File: src/wps_regs.svh
`ifndef WPS_REGS_SVH
`define WPS_REGS_SVH
// ***********************************
// Register map
// ***********************************
`define WPS_A_CTRL      8'h00
`define WPS_A_STATUS    8'h04
`define WPS_A_INT_FLAGS 8'h30
`define WPS_A_INT_CLEAR 8'h34
`define WPS_A_FCV       8'h78
`define WPS_CTRL_TRX    0
`define WPS_CTRL_EXT    1
`define WPS_CTRL_W      3
`define WPS_I_OC_WARN   0
`define WPS_I_OC_FAULT  1
`define WPS_I_OT_ALARM  2
`define WPS_I_OT_END    3
`define WPS_I_TSD       4
`define WPS_I_MAIN_OUTPUT_REGULATOR_ON   5
`define WPS_I_END_XFER  6
`define WPS_I_CONFLICT  7
`define WPS_I_AUTH_FAIL 8
`define WPS_I_FC_DONE   9
`define WPS_I_AUTH_OK   13
`define WPS_EPT_OC      3'h1
`define WPS_EPT_OT      3'h2
`define WPS_HDR_CE      8'h03
`define WPS_VOUT_DEF    16'h1388
`define WPS_STEP_CYC    16'h07d0
// ***********************************
// Timing
// ***********************************
`define WPS_CLK_HZ      64'd20000000
`define WPS_OTP_S       64'd180
`define WPS_BPP_S       64'd2
`define WPS_RPP_LIMIT   4'h8
`endif

File: src/wps_pkg.sv
package wps_pkg;
  typedef struct packed {
    logic oc_warn;
    logic oc_hard;
    logic ot1;
    logic ot_cool;
    logic ot2;
    logic tsd;
    logic vrect_tgt;
    logic vrect_rng;
    logic rx_xfer;
    logic trx_ping;
    logic trx_xfer;
    logic ioc_inst;
    logic ioc_avg;
    logic ioc_ping;
    logic trx_ovp;
    logic trx_lvp;
    logic trx_ac;
    logic vout_sup;
  } wps_pins_t;

  typedef enum logic [2:0] {MAIN_OUTPUT_REGULATOR_IDLE, MAIN_OUTPUT_REGULATOR_RAMP, MAIN_OUTPUT_REGULATOR_CAL1, MAIN_OUTPUT_REGULATOR_ON, MAIN_OUTPUT_REGULATOR_TSD} wps_main_output_regulator_t;

  typedef struct packed {
    wps_pins_t s1;
    wps_pins_t s2;
    wps_pins_t s3;
    wps_pins_t lvl;
  } wps_sync_t;

  typedef struct packed {
    logic [31:0] cnt;
    logic        done;
  } wps_tmr_t;

  typedef struct packed {
    logic main_output_regulator_en;
    logic vout_9v;
    logic cep_high;
  } wps_pwr_t;
endpackage : wps_pkg

File: src/wps_sync.sv
`timescale 1ns/1ps
module wps_sync
  import wps_pkg::*;
(
  input  wire logic      pclk,
  input  wire logic      presetn,
  input  wire logic      ce,
  input  wire wps_pins_t din,
  output wps_pins_t      dout
);
  wps_sync_t s_q;
  wps_sync_t s_d;

  // Level moves only when stages two and three agree
  always_comb begin
    s_d = s_q;
    s_d.s1 = din;
    s_d.s2 = s_q.s1;
    s_d.s3 = s_q.s2;
    s_d.lvl = (s_q.s2 & s_q.s3) | (s_q.lvl & (s_q.s2 | s_q.s3));
  end

  always_ff @(posedge pclk or negedge presetn) begin
    if (!presetn) begin
      s_q <= '0;
    end else if (ce) begin
      s_q <= s_d;
    end
  end

  assign dout = s_q.lvl;
endmodule : wps_sync

File: src/wps_timer.sv
`timescale 1ns/1ps
module wps_timer
  import wps_pkg::*;
#(
  parameter logic [31:0] CYCLES = 32'h0000_0010
)(
  input  wire logic pclk,
  input  wire logic presetn,
  input  wire logic ce,
  input  wire logic run,
  output logic      expired
);
  wps_tmr_t t_q;
  wps_tmr_t t_d;

  // Dropping run clears the count, so a restart always gets the full time
  always_comb begin
    t_d = t_q;
    if (!run) begin
      t_d = '0;
    end else if (!t_q.done) begin
      t_d.cnt = t_q.cnt + 32'h1;
      t_d.done = (t_d.cnt >= CYCLES);
    end
  end

  always_ff @(posedge pclk or negedge presetn) begin
    if (!presetn) begin
      t_q <= '0;
    end else if (ce) begin
      t_q <= t_d;
    end
  end

  assign expired = t_q.done;
endmodule : wps_timer

File: src/wps_supervisor.sv
// Added by the designer: register access over APB.
`timescale 1ns/1ps
`include "wps_regs.svh"
module wps_supervisor
  import wps_pkg::*;
#(
  parameter logic [31:0] OTP_CYCLES = 32'(`WPS_OTP_S * `WPS_CLK_HZ),
  parameter logic [31:0] BPP_CYCLES = 32'(`WPS_BPP_S * `WPS_CLK_HZ),
  parameter logic [3:0]  RPP_LIMIT  = `WPS_RPP_LIMIT
)(
  input  wire logic        pclk,
  input  wire logic        presetn,
  input  wire logic        ce,
  input  wire logic        psel,
  input  wire logic        penable,
  input  wire logic        pwrite,
  input  wire logic [7:0]  paddr,
  input  wire logic [31:0] pwdata,
  output logic [31:0]      prdata,
  output logic             pready,
  output logic             pslverr,
  input  wire wps_pins_t   pins_async,
  input  wire logic        rpp_sent,
  input  wire logic        tx_ack,
  input  wire logic        auth_done,
  input  wire logic        auth_pass,
  input  wire logic        demod_sop,
  input  wire logic        demod_valid,
  input  wire logic        demod_bit,
  output wps_pwr_t         pwr,
  output logic             ept_send,
  output logic [2:0]       ept_reason,
  output logic             reverse_transmit_mode,
  output logic             cep_ignore,
  output logic [7:0]       freq_adjust,
  output logic             freq_adjust_stb,
  output logic [15:0]      vout_setpoint,
  output logic             tx_vin_stb,
  output logic             interrupt_request_low_o,
  output logic             interrupt_request_low_oe
);
  // ***********************************
  // State
  // ***********************************
  typedef struct packed {
    wps_main_output_regulator_t               st;
    wps_pwr_t                pwr;
    logic [3:0]              rpp_cnt;
    logic                    otp_act;
    logic                    ot_ended;
    logic [15:0]             flags;
    logic [`WPS_CTRL_W-1:0]  ctrl;
    logic                    auth_ok;
    logic [15:0]             fcv;
    logic                    fc_go;
    logic [15:0]             vout_set;
    logic [15:0]             step_cnt;
    logic                    tx_vin_stb;
    logic                    trx_run;
    logic                    trx_lock;
    logic                    cep_ign;
    logic                    r_ping_oc;
    logic                    r_oc;
    logic                    r_ovp;
    logic                    ept_stb;
    logic [2:0]              ept_code;
    wps_pins_t               prev;
    logic [15:0]             sh;
    logic [3:0]              nb;
    logic [7:0]              adj;
    logic                    adj_stb;
    logic [31:0]             rdata;
    logic                    err;
    logic                    irq;
  } wps_sup_t;

  wps_sup_t  s_q;
  wps_sup_t  s_d;
  wps_pins_t p;
  logic      otp_exp;
  logic      bpp_exp;

  // ***********************************
  // Pin synchronisers and timers
  // ***********************************
  wps_sync u_sync (
    .pclk    (pclk),
    .presetn (presetn),
    .ce      (ce),
    .din     (pins_async),
    .dout    (p)
  );

  wps_timer #(.CYCLES(OTP_CYCLES)) u_otp_tmr (
    .pclk    (pclk),
    .presetn (presetn),
    .ce      (ce),
    .run     (s_q.otp_act),
    .expired (otp_exp)
  );

  wps_timer #(.CYCLES(BPP_CYCLES)) u_bpp_tmr (
    .pclk    (pclk),
    .presetn (presetn),
    .ce      (ce),
    .run     (s_q.st == MAIN_OUTPUT_REGULATOR_RAMP),
    .expired (bpp_exp)
  );

  // ***********************************
  // Next state
  // ***********************************
  always_comb begin
    wps_pins_t   rise;
    logic [15:0] set;
    logic [15:0] clr;
    logic [15:0] pkt;
    logic        trx_start;
    rise = p & ~s_q.prev;
    set = '0;
    clr = '0;
    pkt = {s_q.sh[14:0], demod_bit};
    trx_start = 1'b0;
    s_d = s_q;
    s_d.prev = p;
    s_d.ept_stb = 1'b0;
    s_d.adj_stb = 1'b0;
    s_d.tx_vin_stb = 1'b0;

    // Register bus: read data captured in setup, zero wait states
    if (psel && !penable) begin
      s_d.err = 1'b0;
      s_d.rdata = '0;
      unique case (paddr)
        `WPS_A_CTRL:      s_d.rdata[`WPS_CTRL_W-1:0] = s_q.ctrl;
        `WPS_A_STATUS:    s_d.rdata[15:0] = {s_q.trx_lock, s_q.cep_ign, s_q.r_ovp, s_q.r_oc, s_q.r_ping_oc,
                                             s_q.trx_run, s_q.fc_go, s_q.auth_ok, s_q.otp_act,
                                             s_q.pwr, s_q.st, 1'b0};
        `WPS_A_INT_FLAGS: s_d.rdata[15:0] = s_q.flags;
        `WPS_A_INT_CLEAR: s_d.rdata = '0;
        `WPS_A_FCV:       s_d.rdata[15:0] = s_q.fcv;
        default:          s_d.err = 1'b1;
      endcase
    end
    if (psel && penable && pwrite) begin
      unique case (paddr)
        `WPS_A_CTRL: begin
          trx_start = pwdata[`WPS_CTRL_TRX] && !s_q.ctrl[`WPS_CTRL_TRX];
          s_d.ctrl = pwdata[`WPS_CTRL_W-1:0];
        end
        `WPS_A_INT_CLEAR: clr = pwdata[15:0];
        `WPS_A_FCV: begin
          // Request before authentication is dropped, no stale target
          if (s_q.auth_ok) begin
            s_d.fcv = pwdata[15:0];
            s_d.fc_go = 1'b1;
          end
        end
        default: ;
      endcase
    end

    // Receive mode: current and temperature
    if (rise.oc_warn) begin
      set[`WPS_I_OC_WARN] = 1'b1;
    end
    if (rise.oc_hard) begin
      set[`WPS_I_OC_FAULT] = 1'b1;
      s_d.ept_stb = 1'b1;
      s_d.ept_code = `WPS_EPT_OC;
    end
    if (rise.ot1) begin
      set[`WPS_I_OT_ALARM] = 1'b1;
      s_d.otp_act = 1'b1;
    end
    if (p.ot_cool) begin
      s_d.otp_act = 1'b0;
      s_d.ot_ended = 1'b0;
    end
    // One end packet per heating episode; a stale expiry after cooling is ignored
    if ((p.ot2 || (otp_exp && s_q.otp_act)) && !s_q.ot_ended && !rise.oc_hard) begin
      set[`WPS_I_OT_END] = 1'b1;
      s_d.ot_ended = 1'b1;
      s_d.ept_stb = 1'b1;
      s_d.ept_code = `WPS_EPT_OT;
    end

    // Main output enable sequencing
    unique case (s_q.st)
      MAIN_OUTPUT_REGULATOR_IDLE: begin
        s_d.pwr = '0;
        s_d.rpp_cnt = '0;
        if (p.rx_xfer) begin
          s_d.st = s_q.ctrl[`WPS_CTRL_EXT] ? MAIN_OUTPUT_REGULATOR_CAL1 : MAIN_OUTPUT_REGULATOR_RAMP;
        end
      end
      MAIN_OUTPUT_REGULATOR_RAMP: begin
        s_d.pwr.cep_high = 1'b1;
        if (p.vrect_tgt || bpp_exp) begin
          s_d.st = MAIN_OUTPUT_REGULATOR_ON;
          s_d.pwr.cep_high = 1'b0;
        end
      end
      MAIN_OUTPUT_REGULATOR_CAL1: begin
        if (tx_ack && p.vrect_rng) begin
          s_d.st = MAIN_OUTPUT_REGULATOR_ON;
        end else if (rpp_sent) begin
          s_d.rpp_cnt = s_q.rpp_cnt + 4'h1;
          if (s_d.rpp_cnt >= RPP_LIMIT) begin
            s_d.pwr.vout_9v = 1'b1;
            s_d.st = MAIN_OUTPUT_REGULATOR_ON;
          end
        end
      end
      MAIN_OUTPUT_REGULATOR_ON: begin
        s_d.pwr.main_output_regulator_en = 1'b1;
        if (!s_q.pwr.main_output_regulator_en) begin
          set[`WPS_I_MAIN_OUTPUT_REGULATOR_ON] = 1'b1;
        end
      end
      MAIN_OUTPUT_REGULATOR_TSD: begin
        s_d.pwr = '0;
      end
    endcase
    if (p.tsd && s_q.st != MAIN_OUTPUT_REGULATOR_TSD) begin
      s_d.st = MAIN_OUTPUT_REGULATOR_TSD;
      s_d.pwr = '0;
      set[`WPS_I_TSD] = 1'b1;
    end
    // Transfer loss overrides sequencing, also after shutdown; an auth_done in the same cycle still sets auth_ok
    if (!p.rx_xfer) begin
      s_d.st = MAIN_OUTPUT_REGULATOR_IDLE;
      s_d.pwr = '0;
      s_d.auth_ok = 1'b0;
      s_d.fc_go = 1'b0;
    end

    // Authentication and fast charge
    if (auth_done) begin
      s_d.auth_ok = auth_pass;
      set[`WPS_I_AUTH_OK] = auth_pass;
      set[`WPS_I_AUTH_FAIL] = !auth_pass;
    end
    if (s_q.fc_go && s_q.pwr.main_output_regulator_en) begin
      // Slow steps let the transmitter follow with its input
      s_d.step_cnt = s_q.step_cnt + 16'h1;
      if (s_q.step_cnt >= `WPS_STEP_CYC) begin
        s_d.step_cnt = '0;
        if (s_q.vout_set < s_q.fcv) begin
          s_d.vout_set = s_q.vout_set + 16'h1;
          s_d.tx_vin_stb = 1'b1;
        end else if (s_q.vout_set > s_q.fcv) begin
          s_d.vout_set = s_q.vout_set - 16'h1;
          s_d.tx_vin_stb = 1'b1;
        end else begin
          s_d.fc_go = 1'b0;
          set[`WPS_I_FC_DONE] = 1'b1;
        end
      end
    end

    // Reverse transmit
    if (!p.vout_sup) begin
      s_d.trx_lock = 1'b0;
    end
    if (trx_start && !s_q.trx_lock) begin
      s_d.trx_run = 1'b1;
      s_d.r_ping_oc = 1'b0;
      s_d.r_oc = 1'b0;
      s_d.r_ovp = 1'b0;
    end else if (trx_start) begin
      s_d.ctrl[`WPS_CTRL_TRX] = 1'b0;
    end
    if (s_q.trx_run) begin
      s_d.cep_ign = s_q.cep_ign && p.trx_xfer;
      if (p.trx_xfer && p.ioc_inst) begin
        s_d.cep_ign = 1'b1;
      end
      if (p.trx_ping && p.ioc_ping) begin
        s_d.r_ping_oc = 1'b1;
        s_d.trx_lock = 1'b1;
        s_d.trx_run = 1'b0;
        set[`WPS_I_END_XFER] = 1'b1;
      end
      if (p.trx_xfer && p.ioc_avg) begin
        s_d.r_oc = 1'b1;
        s_d.trx_lock = 1'b1;
        s_d.trx_run = 1'b0;
        set[`WPS_I_END_XFER] = 1'b1;
      end
      if (p.trx_ovp) begin
        s_d.r_ovp = 1'b1;
        s_d.trx_run = 1'b0;
        set[`WPS_I_END_XFER] = 1'b1;
      end
      if (rise.trx_lvp) begin
        set[`WPS_I_END_XFER] = 1'b1;
      end
      if (rise.trx_ac) begin
        set[`WPS_I_CONFLICT] = 1'b1;
        s_d.trx_run = 1'b0;
      end
      if (!s_d.trx_run) begin
        s_d.ctrl[`WPS_CTRL_TRX] = 1'b0;
        s_d.cep_ign = 1'b0;
      end
    end else begin
      s_d.cep_ign = 1'b0;
    end

    // Receiver packet decode: header byte then value byte
    if (demod_sop) begin
      s_d.nb = '0;
    end else if (demod_valid) begin
      s_d.sh = pkt;
      s_d.nb = s_q.nb + 4'h1;
      if (s_q.nb == 4'hf && pkt[15:8] == `WPS_HDR_CE && s_q.trx_run && !s_q.cep_ign) begin
        s_d.adj = pkt[7:0];
        s_d.adj_stb = 1'b1;
      end
    end

    // Set wins over a clear in the same cycle
    s_d.flags = (s_q.flags & ~clr) | set;
    s_d.irq = |s_d.flags;
  end

  always_ff @(posedge pclk or negedge presetn) begin
    if (!presetn) begin
      s_q <= '0;
      s_q.vout_set <= `WPS_VOUT_DEF;
      s_q.fcv <= `WPS_VOUT_DEF;
    end else if (ce) begin
      s_q <= s_d;
    end
  end

  // ***********************************
  // Outputs
  // ***********************************
  assign prdata = s_q.rdata;
  assign pready = 1'b1;
  assign pslverr = psel & penable & s_q.err;
  assign pwr = s_q.pwr;
  assign ept_send = s_q.ept_stb;
  assign ept_reason = s_q.ept_code;
  assign reverse_transmit_mode = s_q.trx_run;
  assign cep_ignore = s_q.cep_ign;
  assign freq_adjust = s_q.adj;
  assign freq_adjust_stb = s_q.adj_stb;
  assign vout_setpoint = s_q.vout_set;
  assign tx_vin_stb = s_q.tx_vin_stb;
  assign interrupt_request_low_o = 1'b0;
  assign interrupt_request_low_oe = s_q.irq;
endmodule : wps_supervisor

File: config.mk
export PLATFORM = sky130hd
export DESIGN_NAME = wps_supervisor
export DESIGN_NICKNAME = d
export VERILOG_FILES = /design/src/wps_pkg.sv /design/src/wps_sync.sv /design/src/wps_timer.sv /design/src/wps_supervisor.sv
export VERILOG_INCLUDE_DIRS = /design/src
export SDC_FILE = /design/constraint.sdc
export NUM_CORES = 1
export LEC_CHECK = 0
export ABC_CLOCK_PERIOD_IN_PS = 4400
export BUFFER_PORTS_ARGS = -buffer_cell sky130_fd_sc_hd__buf_2
export CORE_AREA = 2 2 169 171
export CTS_CLUSTER_SIZE = 16
export DETAILED_ROUTE_END_ITERATION = 8
export DIE_AREA = 0 0 171 173
export GPL_ROUTABILITY_DRIVEN = 0
export GPL_TIMING_DRIVEN = 0
export PLACE_DENSITY = 0.8
export SKIP_LAST_GASP = 1
export SYNTH_ARGS = -nofsm -noshare
export SYNTH_HDL_FRONTEND = slang
export SYNTH_SLANG_ARGS = --single-unit
export TNS_END_PERCENT = 10
File: constraint.sdc
create_clock -name pclk -period 4.4 [get_ports pclk]
set_input_delay 0.22 -clock pclk [delete_from_list [all_inputs] [get_ports pclk]]
set_output_delay 0.22 -clock pclk [all_outputs]
set_load 0.1 [all_outputs]
==> key figures, run 1 <==
Synthesis
  – FFs w/ async S/R, synth: 1.00
  – Ys Warns: 0
  – Area fraction of the dominant cell type after synthesis: 0.455
  – Register area share after synthesis: 0.472
  – Register bit count reported by yosys: 280
  – Count of mapped cells out of synthesis: 1573
  – Number of enable-type register cells in the synthesized netlist: 0
  – Cell type with the highest aggregate area in the netlist: sky130_fd_sc_hd__dfrtp_1
  – Average instance area after synthesis: 9.45 µm²
  – Synth top area cells: sky130_fd_sc_hd__dfrtp_1 (45%), sky130_fd_sc_hd__o21ai_0 (6.5%), sky130_fd_sc_hd__mux2_2 (6.0%)
  – Primary FF master, synth: sky130_fd_sc_hd__dfrtp_1
  – Number of different library cells in the post-synthesis netlist: 76
  – Cell Area, Synth: 0.0149 mm²

Pwr
  – Logic pwr share: 0.169
  – Net Switching: roughly 2.1 mW
  – Static leakage power: around 8 nW
  – Design Power: ~6.8 mW
  – Part of the power in registers: 0.453
  – Switching portion of total power: 0.303
  – Clock share of power: 0.378
  – Largest vdd supply drop: 0.000373 V
  – Cell area power density: 393 mW/mm²
  – Internal power: between 4 and 5 mW

Global route
  – Total congestion overflow after global routing: 0
  – Antenna violations before repair: 1
  – Global-route wire length before repair: roughly 63000 µm
  – Largest net degree at the start of global routing: 130
  – Vias in the first global route: around 12000
  – Aggregate global-route resource usage: 0.262

Layout
  – Storage cell area: 0.00702 mm²
  – Final non-filler cell total: 2171
  – Ratio of cells with drive above 1 in the final layout: 0.184
  – Number of nets in the finished design: 1877
  – Fill count: 2240
  – Multi-input combinational cell area: 0.00692 mm²
  – Signed area change from the synthesized netlist to the final layout: 17.3%
  – Final std cell area, no fill: roughly 0.017 mm²

Hold path
  – Worst hold path class: in -> async

Placed design
  – DP Wirelength: 26600 µm
  – Worst slack after detailed placement: -521 ps
  – Post-Place Cell Area: between 0.015 and 0.02 mm²
  – Post-placement cell count: slightly above 2000
  – Number of buffer cells added on primary ports: roughly 100

STA
  – Top achievable clock speed: 238 MHz
  – Tmin final: approximately 4200 ps
  – Worst rel slew slack: 0.223
  – Worst Max-Slew Pin Slew: 1160 ps
  – Setup repair after global routing missed its margin: true
  – Final setup vio count: 0
  – Setup skew after layout: 11.3 ps
  – Setup WS post-layout: 205 ps
  – Final-report max-slew violation count: 0
  – Worst Hold Margin: 121 ps
  – Number of endpoints with negative hold slack in the final report: 0
  – Period utilisation layout: 0.953

Drt
  – Drt first pass iters: 8
  – 1st-iter DRT viols: roughly 1200
  – # DRC: 0
  – Average routed wire per standard cell: approximately 18 µm
  – Number of vias per cell after detailed routing: 5.94
  – Routed Wire Length: between 30000 and 40000 µm
  – Total via count after detailed routing: 12900
  – Count of nets left with antenna violations after detail routing: 0

Clock tree
  – Master cell of the clock root buffer: sky130_fd_sc_hd__clkbuf_16
  – Clk buf depth: 3
  – Clock tree from TritonCTS: yes
  – Worst-skew pair later-pin latency: 570 ps
  – Clock slew at reported path FFs: 70 ps
  – Clock buffer count from CTS: 29
  – H-tree depth: 1
  – Clock sinks: 280

Critical path
  – Critical path endpoint category: register
  – Worst path required time: 4850 ps
  – Start point of the critical path: s_q[134]
  – Top fanout value on the critical path: 5
  – Reg2Reg Setup Slack: 210 ps
  – Kind of critical path: reg -> reg
  – Worst endpoint data arrival time: 4650 ps
  – Endpoint of the most critical register-to-register path: vout_setpoint[14]
  – Length in cells of the worst reg-to-reg path: 17
  – Startpoint of the lowest-slack register-to-register path: s_q[134]
  – CP startpoint kind: register

Die
  – DIE WIDTH: 171 µm
  – Area of the die: 0.0296 mm²
  – Vertical die dimension: about 170 µm
  – Core box area: ~0.028 mm²
  – Starting density of the core: 0.538
  – Cell Rows: slightly above 60
  – Top-Level Pins: 142

Status
  – Result of the run: complete, no violations

Run
  – MaxCap Viol Count: 0
-- layer usage --
metal  wire [µm]  global-route usage  up-vias
met1       16600               0.371     6226
met5           0                   0        -
li1            -                   -     5991
met3        3190              0.0430       92
met4        1090              0.0787        0
met2       17600               0.414      597
-- Yosys cell counts (5+ instances only) --
master and count:
sky130_fd_sc_hd__dfrtp_1 270, sky130_fd_sc_hd__nand2_1 194, sky130_fd_sc_hd__o21ai_0 192, sky130_fd_sc_hd__nor2_1 82, sky130_fd_sc_hd__mux2_2 79, sky130_fd_sc_hd__a21oi_1 78
sky130_fd_sc_hd__clkbuf_1 66, sky130_fd_sc_hd__buf_4 65, sky130_fd_sc_hd__inv_1 58, sky130_fd_sc_hd__nand3_1 50, sky130_fd_sc_hd__ha_1 36, sky130_fd_sc_hd__nand4_1 33
sky130_fd_sc_hd__nor3_1 33, sky130_fd_sc_hd__a31oi_1 32, sky130_fd_sc_hd__and3_1 25, sky130_fd_sc_hd__xnor2_1 23, sky130_fd_sc_hd__a222oi_1 13, sky130_fd_sc_hd__nor2b_1 13
sky130_fd_sc_hd__a22o_1 12, sky130_fd_sc_hd__o31ai_1 12, sky130_fd_sc_hd__and2_1 11, sky130_fd_sc_hd__a22oi_1 10, sky130_fd_sc_hd__dfstp_2 10, sky130_fd_sc_hd__nand2b_1 10
sky130_fd_sc_hd__xor2_1 10, sky130_fd_sc_hd__and4_1 9, sky130_fd_sc_hd__or3_1 9, sky130_fd_sc_hd__a21o_1 8, sky130_fd_sc_hd__nor4_1 8, sky130_fd_sc_hd__a21boi_0 7
sky130_fd_sc_hd__o21a_1 7, sky130_fd_sc_hd__o21ai_1 6, sky130_fd_sc_hd__o22ai_1 6, sky130_fd_sc_hd__a32o_1 5, sky130_fd_sc_hd__o211ai_1 5, sky130_fd_sc_hd__o21bai_1 5
sky130_fd_sc_hd__o2bb2ai_1 5, sky130_fd_sc_hd__or4_1 5
-- state kept, by name, summed over array words and instances (netlist names) --
signal,count
u_sync.s_q,18
cep_ignore,1
prdata,16
u_bpp_tmr.t_q,32
tx_vin_stb,1
s_q,91
freq_adjust_stb,1
freq_adjust,8
u_otp_tmr.t_q,32
ept_send,1
interrupt_request_low_oe,1
ept_reason,2
reverse_transmit_mode,1
u_otp_tmr.expired,1
pwr,3
u_bpp_tmr.expired,1
u_sync.s_d,36
u_sync.dout,18
vout_setpoint,16
-- cells in the final DEF, fill, tap and decap left out, types with 19 or more instances in the layout --
master | synthesis | routed
sky130_fd_sc_hd__mux2_2 | 79 | 79
sky130_fd_sc_hd__clkbuf_1 | 66 | 72
sky130_fd_sc_hd__o21ai_0 | 192 | 191
sky130_fd_sc_hd__dlygate4sd3_1 | 0 | 41
sky130_fd_sc_hd__clkbuf_16 | 0 | 29
sky130_fd_sc_hd__xnor2_1 | 23 | 23
sky130_fd_sc_hd__dfrtp_1 | 270 | 270
sky130_fd_sc_hd__ha_1 | 36 | 36
sky130_fd_sc_hd__nand3_1 | 50 | 50
sky130_fd_sc_hd__inv_1 | 58 | 58
sky130_fd_sc_hd__nor2_1 | 82 | 82
sky130_fd_sc_hd__nand2_1 | 194 | 194
sky130_fd_sc_hd__conb_1 | 2 | 19
sky130_fd_sc_hd__and3_1 | 25 | 25
sky130_fd_sc_hd__a31oi_1 | 32 | 31
sky130_fd_sc_hd__buf_2 | 4 | 106
sky130_fd_sc_hd__nand4_1 | 33 | 33
sky130_fd_sc_hd__nor3_1 | 33 | 33
sky130_fd_sc_hd__buf_4 | 65 | 68
sky130_fd_sc_hd__a21oi_1 | 78 | 77
-- critical path, cell delays in order, from the launching register on --
cell	delay, ps
sky130_fd_sc_hd__dfstp_2	530
sky130_fd_sc_hd__inv_1	60
sky130_fd_sc_hd__ha_1	300
sky130_fd_sc_hd__a21o_1	170
sky130_fd_sc_hd__a21o_1	170
sky130_fd_sc_hd__a21oi_1	150
sky130_fd_sc_hd__nor2_1	60
sky130_fd_sc_hd__or3_4	430
sky130_fd_sc_hd__buf_4	180
sky130_fd_sc_hd__ha_1	340
sky130_fd_sc_hd__nand3_1	110
sky130_fd_sc_hd__o211ai_1	140
sky130_fd_sc_hd__o41ai_2	330
sky130_fd_sc_hd__o21ai_2	130
sky130_fd_sc_hd__or4_1	440
sky130_fd_sc_hd__a31oi_2	200
sky130_fd_sc_hd__xnor2_1	80
sky130_fd_sc_hd__mux2_2	260
-- cell type report --
type	instances	area share
diodes	1	0.000144
plain buffers	139	0.0446
clock buffers	41	0.0471
clock inverters	13	0.0106
inverters	59	0.0127
multi-input cells	1111	0.397
flip-flops and latches	280	0.403
well taps	378	0.0271
repair buffers	149	0.0581
-- power by group through the flow --
stage	clock (mW)	sequential [mW]	combinational (mW)
floorplan	0	3.09	0.774
global placement	0	3.11	1.05
detailed placement	0	3.13	1.10
CTS	2.61	3.09	1.14
global route	2.73	3.13	1.27
finish	2.59	3.10	1.16
-- worst max-delay path by stage --
stage | to | depth (start not counted)
floorplan | vout_setpoint[14] | 16
global placement | u_otp_tmr.t_q[18] | 1
detailed placement | vout_setpoint[14] | 16
CTS | vout_setpoint[14] | 14
global route | vout_setpoint[14] | 16
finish | vout_setpoint[14] | 17
-- stage by stage --
step	util	setup TNS [ps]
floorplan	-	0
global placement	0.576	-524230
detailed placement	0.578	-862
CTS	0.630	0
global route	0.631	-5.89
finish	0.631	0
-- cells by family (layout without fill, tap and decap cells) --
family / Yosys count / count (layout) / share of synthesized area
AND/OR/NAND/NOR: 501 / 501 / 0.165
AO/OA/AOI/OAI: 434 / 434 / 0.178
flip-flops: 280 / 280 / 0.472
buffers and inverters: 199 / 401 / 0.0675
multiplexers: 87 / 87 / 0.0656
adder cells (fa/ha/maj): 37 / 37 / 0.0317
XOR/XNOR: 33 / 33 / 0.0194
other: 2 / 20 / 0.000505
-- timing repair --
item,in CTS,in global routing
setup buffers,3,0
gates cloned,0,0
hold buffers,41,0
pin swaps,2,2
endpoints found under the hold margin,103,0
gates resized for setup,2,4
endpoints found under the setup margin,5,2
Power figures use the tool's default switching activity.
==> run 2, diff against run 1 <==
Settings changed: SETUP_SLACK_MARGIN set to 0.5.
==> run 2 against run 1 <==
The flow now finishes with violations (DRC, setup timing). Sequential share of layout area shrank 0.83 points. First-iteration DRC count increased by 42%. Largest cell class is now multi-input gates. Total power grew 1.2%. Non-clock buffer count grew 16. Clock power is 3% higher. Utilization grew 1.3 points. Clock-buffer cell count increased by 4. Largest power group unchanged. Clock skew about the same. Critical path type unchanged. Global-route usage up 0.51 points.
==> key figures, run 2 (synthesized netlist as in run 1, its figures left out) <==
Status
  – Result of the run: complete, but fails checks
  – Violated checks: DRC, setup timing

Placed design
  – Post-Place Cell Area: ~0.016 mm²
  – DP Wirelength: 26700 µm
  – Number of buffer cells added on primary ports: 103
  – Worst slack after detailed placement: -123 ps

Critical path
  – Worst path required time: 4900 ps
  – Top fanout value on the critical path: 6
  – Worst endpoint data arrival time: ~5000 ps
  – Kind of critical path: reg -> reg
  – CP startpoint kind: register
  – Critical path endpoint category: register

STA
  – Top achievable clock speed: 224 MHz
  – Worst Hold Margin: 126 ps
  – Setup WS post-layout: -59.3 ps
  – Tmin final: approximately 4500 ps
  – Period utilisation layout: 1.01
  – Final setup vio count: 2
  – Setup skew after layout: 11.2 ps
  – Number of endpoints with negative hold slack in the final report: 0
  – Worst Max-Slew Pin Slew: between 1000 and 1500 ps
  – Final-report max-slew violation count: 0
  – Setup repair after global routing missed its margin: true
  – Worst rel slew slack: 0.249

Clock tree
  – Clock buffer count from CTS: 30
  – Clock slew at reported path FFs: 60 ps
  – Clock sinks: 280
  – Worst-skew pair later-pin latency: 560 ps
  – H-tree depth: 1
  – Clk buf depth: 3
  – Clock tree from TritonCTS: yes
  – Master cell of the clock root buffer: sky130_fd_sc_hd__clkbuf_16

Layout
  – Top reg by flops: s_q
  – Number of nets in the finished design: 1894
  – Signed area change from the synthesized netlist to the final layout: 19.8%
  – Max reg flops: 91
  – Antenna Cells: 0
  – Util after Layout: 0.644
  – Leading cell type in the layout, fill and taps excluded: sky130_fd_sc_hd__dfrtp_1
  – Highest-count cells in the layout ignoring fill and taps: sky130_fd_sc_hd__dfrtp_1 (269), sky130_fd_sc_hd__nand2_1 (193), sky130_fd_sc_hd__o21ai_0 (191), sky130_fd_sc_hd__buf_2 (106), sky130_fd_sc_hd__nor2_1 (82)
  – Ratio of cells with drive above 1 in the final layout: 0.203
  – Final std cell area, no fill: 0.0178 mm²

Pwr
  – Largest vdd supply drop: 0.000361 V
  – Design Power: 6.93 mW
  – Static leakage power: 8.12 nW
  – Cell area power density: 389 mW/mm²

Drt
  – # DRC: 5
  – Drt first pass iters: 9
  – Average routed wire per standard cell: 18.8 µm
  – Number of vias per cell after detailed routing: ~6.1
  – Total via count after detailed routing: 13400
  – Count of nets left with antenna violations after detail routing: 0
  – 1st-iter DRT viols: approximately 1700
  – Routed Wire Length: 41200 µm

Global route
  – Largest net degree at the start of global routing: 127
  – Aggregate global-route resource usage: 0.267
  – Global-route wire length before repair: 64700 µm
  – Total congestion overflow after global routing: 0
  – Vias in the first global route: 12700
  – Antenna violations before repair: 1

Die
  – Area of the die: 0.0296 mm²
  – Core box area: 0.0276 mm²
  – DIE WIDTH: between 150 and 200 µm
  – Vertical die dimension: roughly 170 µm
  – Top-Level Pins: 142
  – Cell Rows: 61
  – Starting density of the core: 0.538

Run
  – MaxCap Viol Count: 0

Hold path
  – Worst hold path class: in -> reg
==> run 2: cell count changes in the layout (fill, tap and decap cells not counted), sizes merged <==
cell	delta
bufinv	-1
clkinv	-1
clkbuf	+5
diode	-1
inv	-1
buf	+15
==> run 2: metrics by stage <==
stage	instances	TNS (ps)
after floorplan	1590	0
after global placement	2071	-518200
after detailed placement	2073	-123
after CTS	2182	0
after global routing	2187	-494
final	2187	-107
==> run 2: power by group <==
part | total, mW | switching (mW) | internal, mW | leakage [nW]
Combinational | 1.15 | 0.762 | 0.390 | 4.07
Clock | 2.67 | 1.06 | 1.61 | 0.519
Sequential | 3.11 | 0.266 | 2.85 | 3.54
Total | 6.93 | 2.09 | 4.84 | 8.12
==> run 2: area by class of cell <==
| class | count | area, µm² |
|---|---|---|
| Inverter | 59 | 221 |
| Clock inverter | 10 | 141 |
| Multi-Input combinational cell | 1111 | 7070 |
| Sequential cell | 280 | 7020 |
| Fill cell | 2114 | 9830 |
| Buffer | 140 | 803 |
| Tap cell | 378 | 473 |
| Timing Repair Buffer | 164 | 1160 |
| Clock buffer | 45 | 917 |
==> run 2: path summary, 6_finish.rpt <==
kind                       startpoint  slack [ps]  depth (start not counted)           endpoint
max reg2reg                  s_q[137]         -60                         24  vout_setpoint[10]
max                          s_q[137]         -60                         24  vout_setpoint[10]
min                              psel         130                          3          prdata[3]
min in group asynchronous     presetn         140                          2   vout_setpoint[5]
max in group asynchronous     presetn        3330                          3  u_bpp_tmr.t_q[28]
min reg2reg                prdata[14]         480                          2         prdata[14]
==> run 2: critical path, stage by stage, from the launching register on <==
cell	delay, ps
sky130_fd_sc_hd__dfstp_2	540
sky130_fd_sc_hd__inv_2	50
sky130_fd_sc_hd__ha_4	150
sky130_fd_sc_hd__a21o_1	160
sky130_fd_sc_hd__a21o_1	200
sky130_fd_sc_hd__a221o_1	370
sky130_fd_sc_hd__or3_4	410
sky130_fd_sc_hd__clkbuf_16	180
sky130_fd_sc_hd__buf_6	120
sky130_fd_sc_hd__ha_4	280
sky130_fd_sc_hd__a21oi_4	60
sky130_fd_sc_hd__o211ai_1	300
sky130_fd_sc_hd__o41ai_2	110
sky130_fd_sc_hd__buf_4	160
sky130_fd_sc_hd__buf_6	110
sky130_fd_sc_hd__buf_6	100
sky130_fd_sc_hd__buf_6	100
sky130_fd_sc_hd__buf_6	100
sky130_fd_sc_hd__buf_6	100
sky130_fd_sc_hd__buf_6	100
sky130_fd_sc_hd__buf_6	120
sky130_fd_sc_hd__o21bai_4	160
sky130_fd_sc_hd__nand2_2	80
sky130_fd_sc_hd__a21oi_2	160
sky130_fd_sc_hd__mux2_4	160
==> run 2: metal layers <==
metal | vias up | track usage | share of wire
met5 | - | 0 | 0
met4 | 0 | 0.0929 | 0.046
met3 | 181 | 0.0426 | 0.087
met2 | 737 | 0.432 | 0.47
met1 | 6439 | 0.364 | 0.40
li1 | 5997 | - | -
==> run 2: timing repair <==
item | in CTS | in global routing
pin swaps | 13 | 16
cloned | 0 | 0
hold buffers | 41 | 0
setup buffers | 13 | 5
endpoints found under the setup margin | 6 | 8
hold endpoints to repair | 88 | 0
resized for setup | 10 | 26
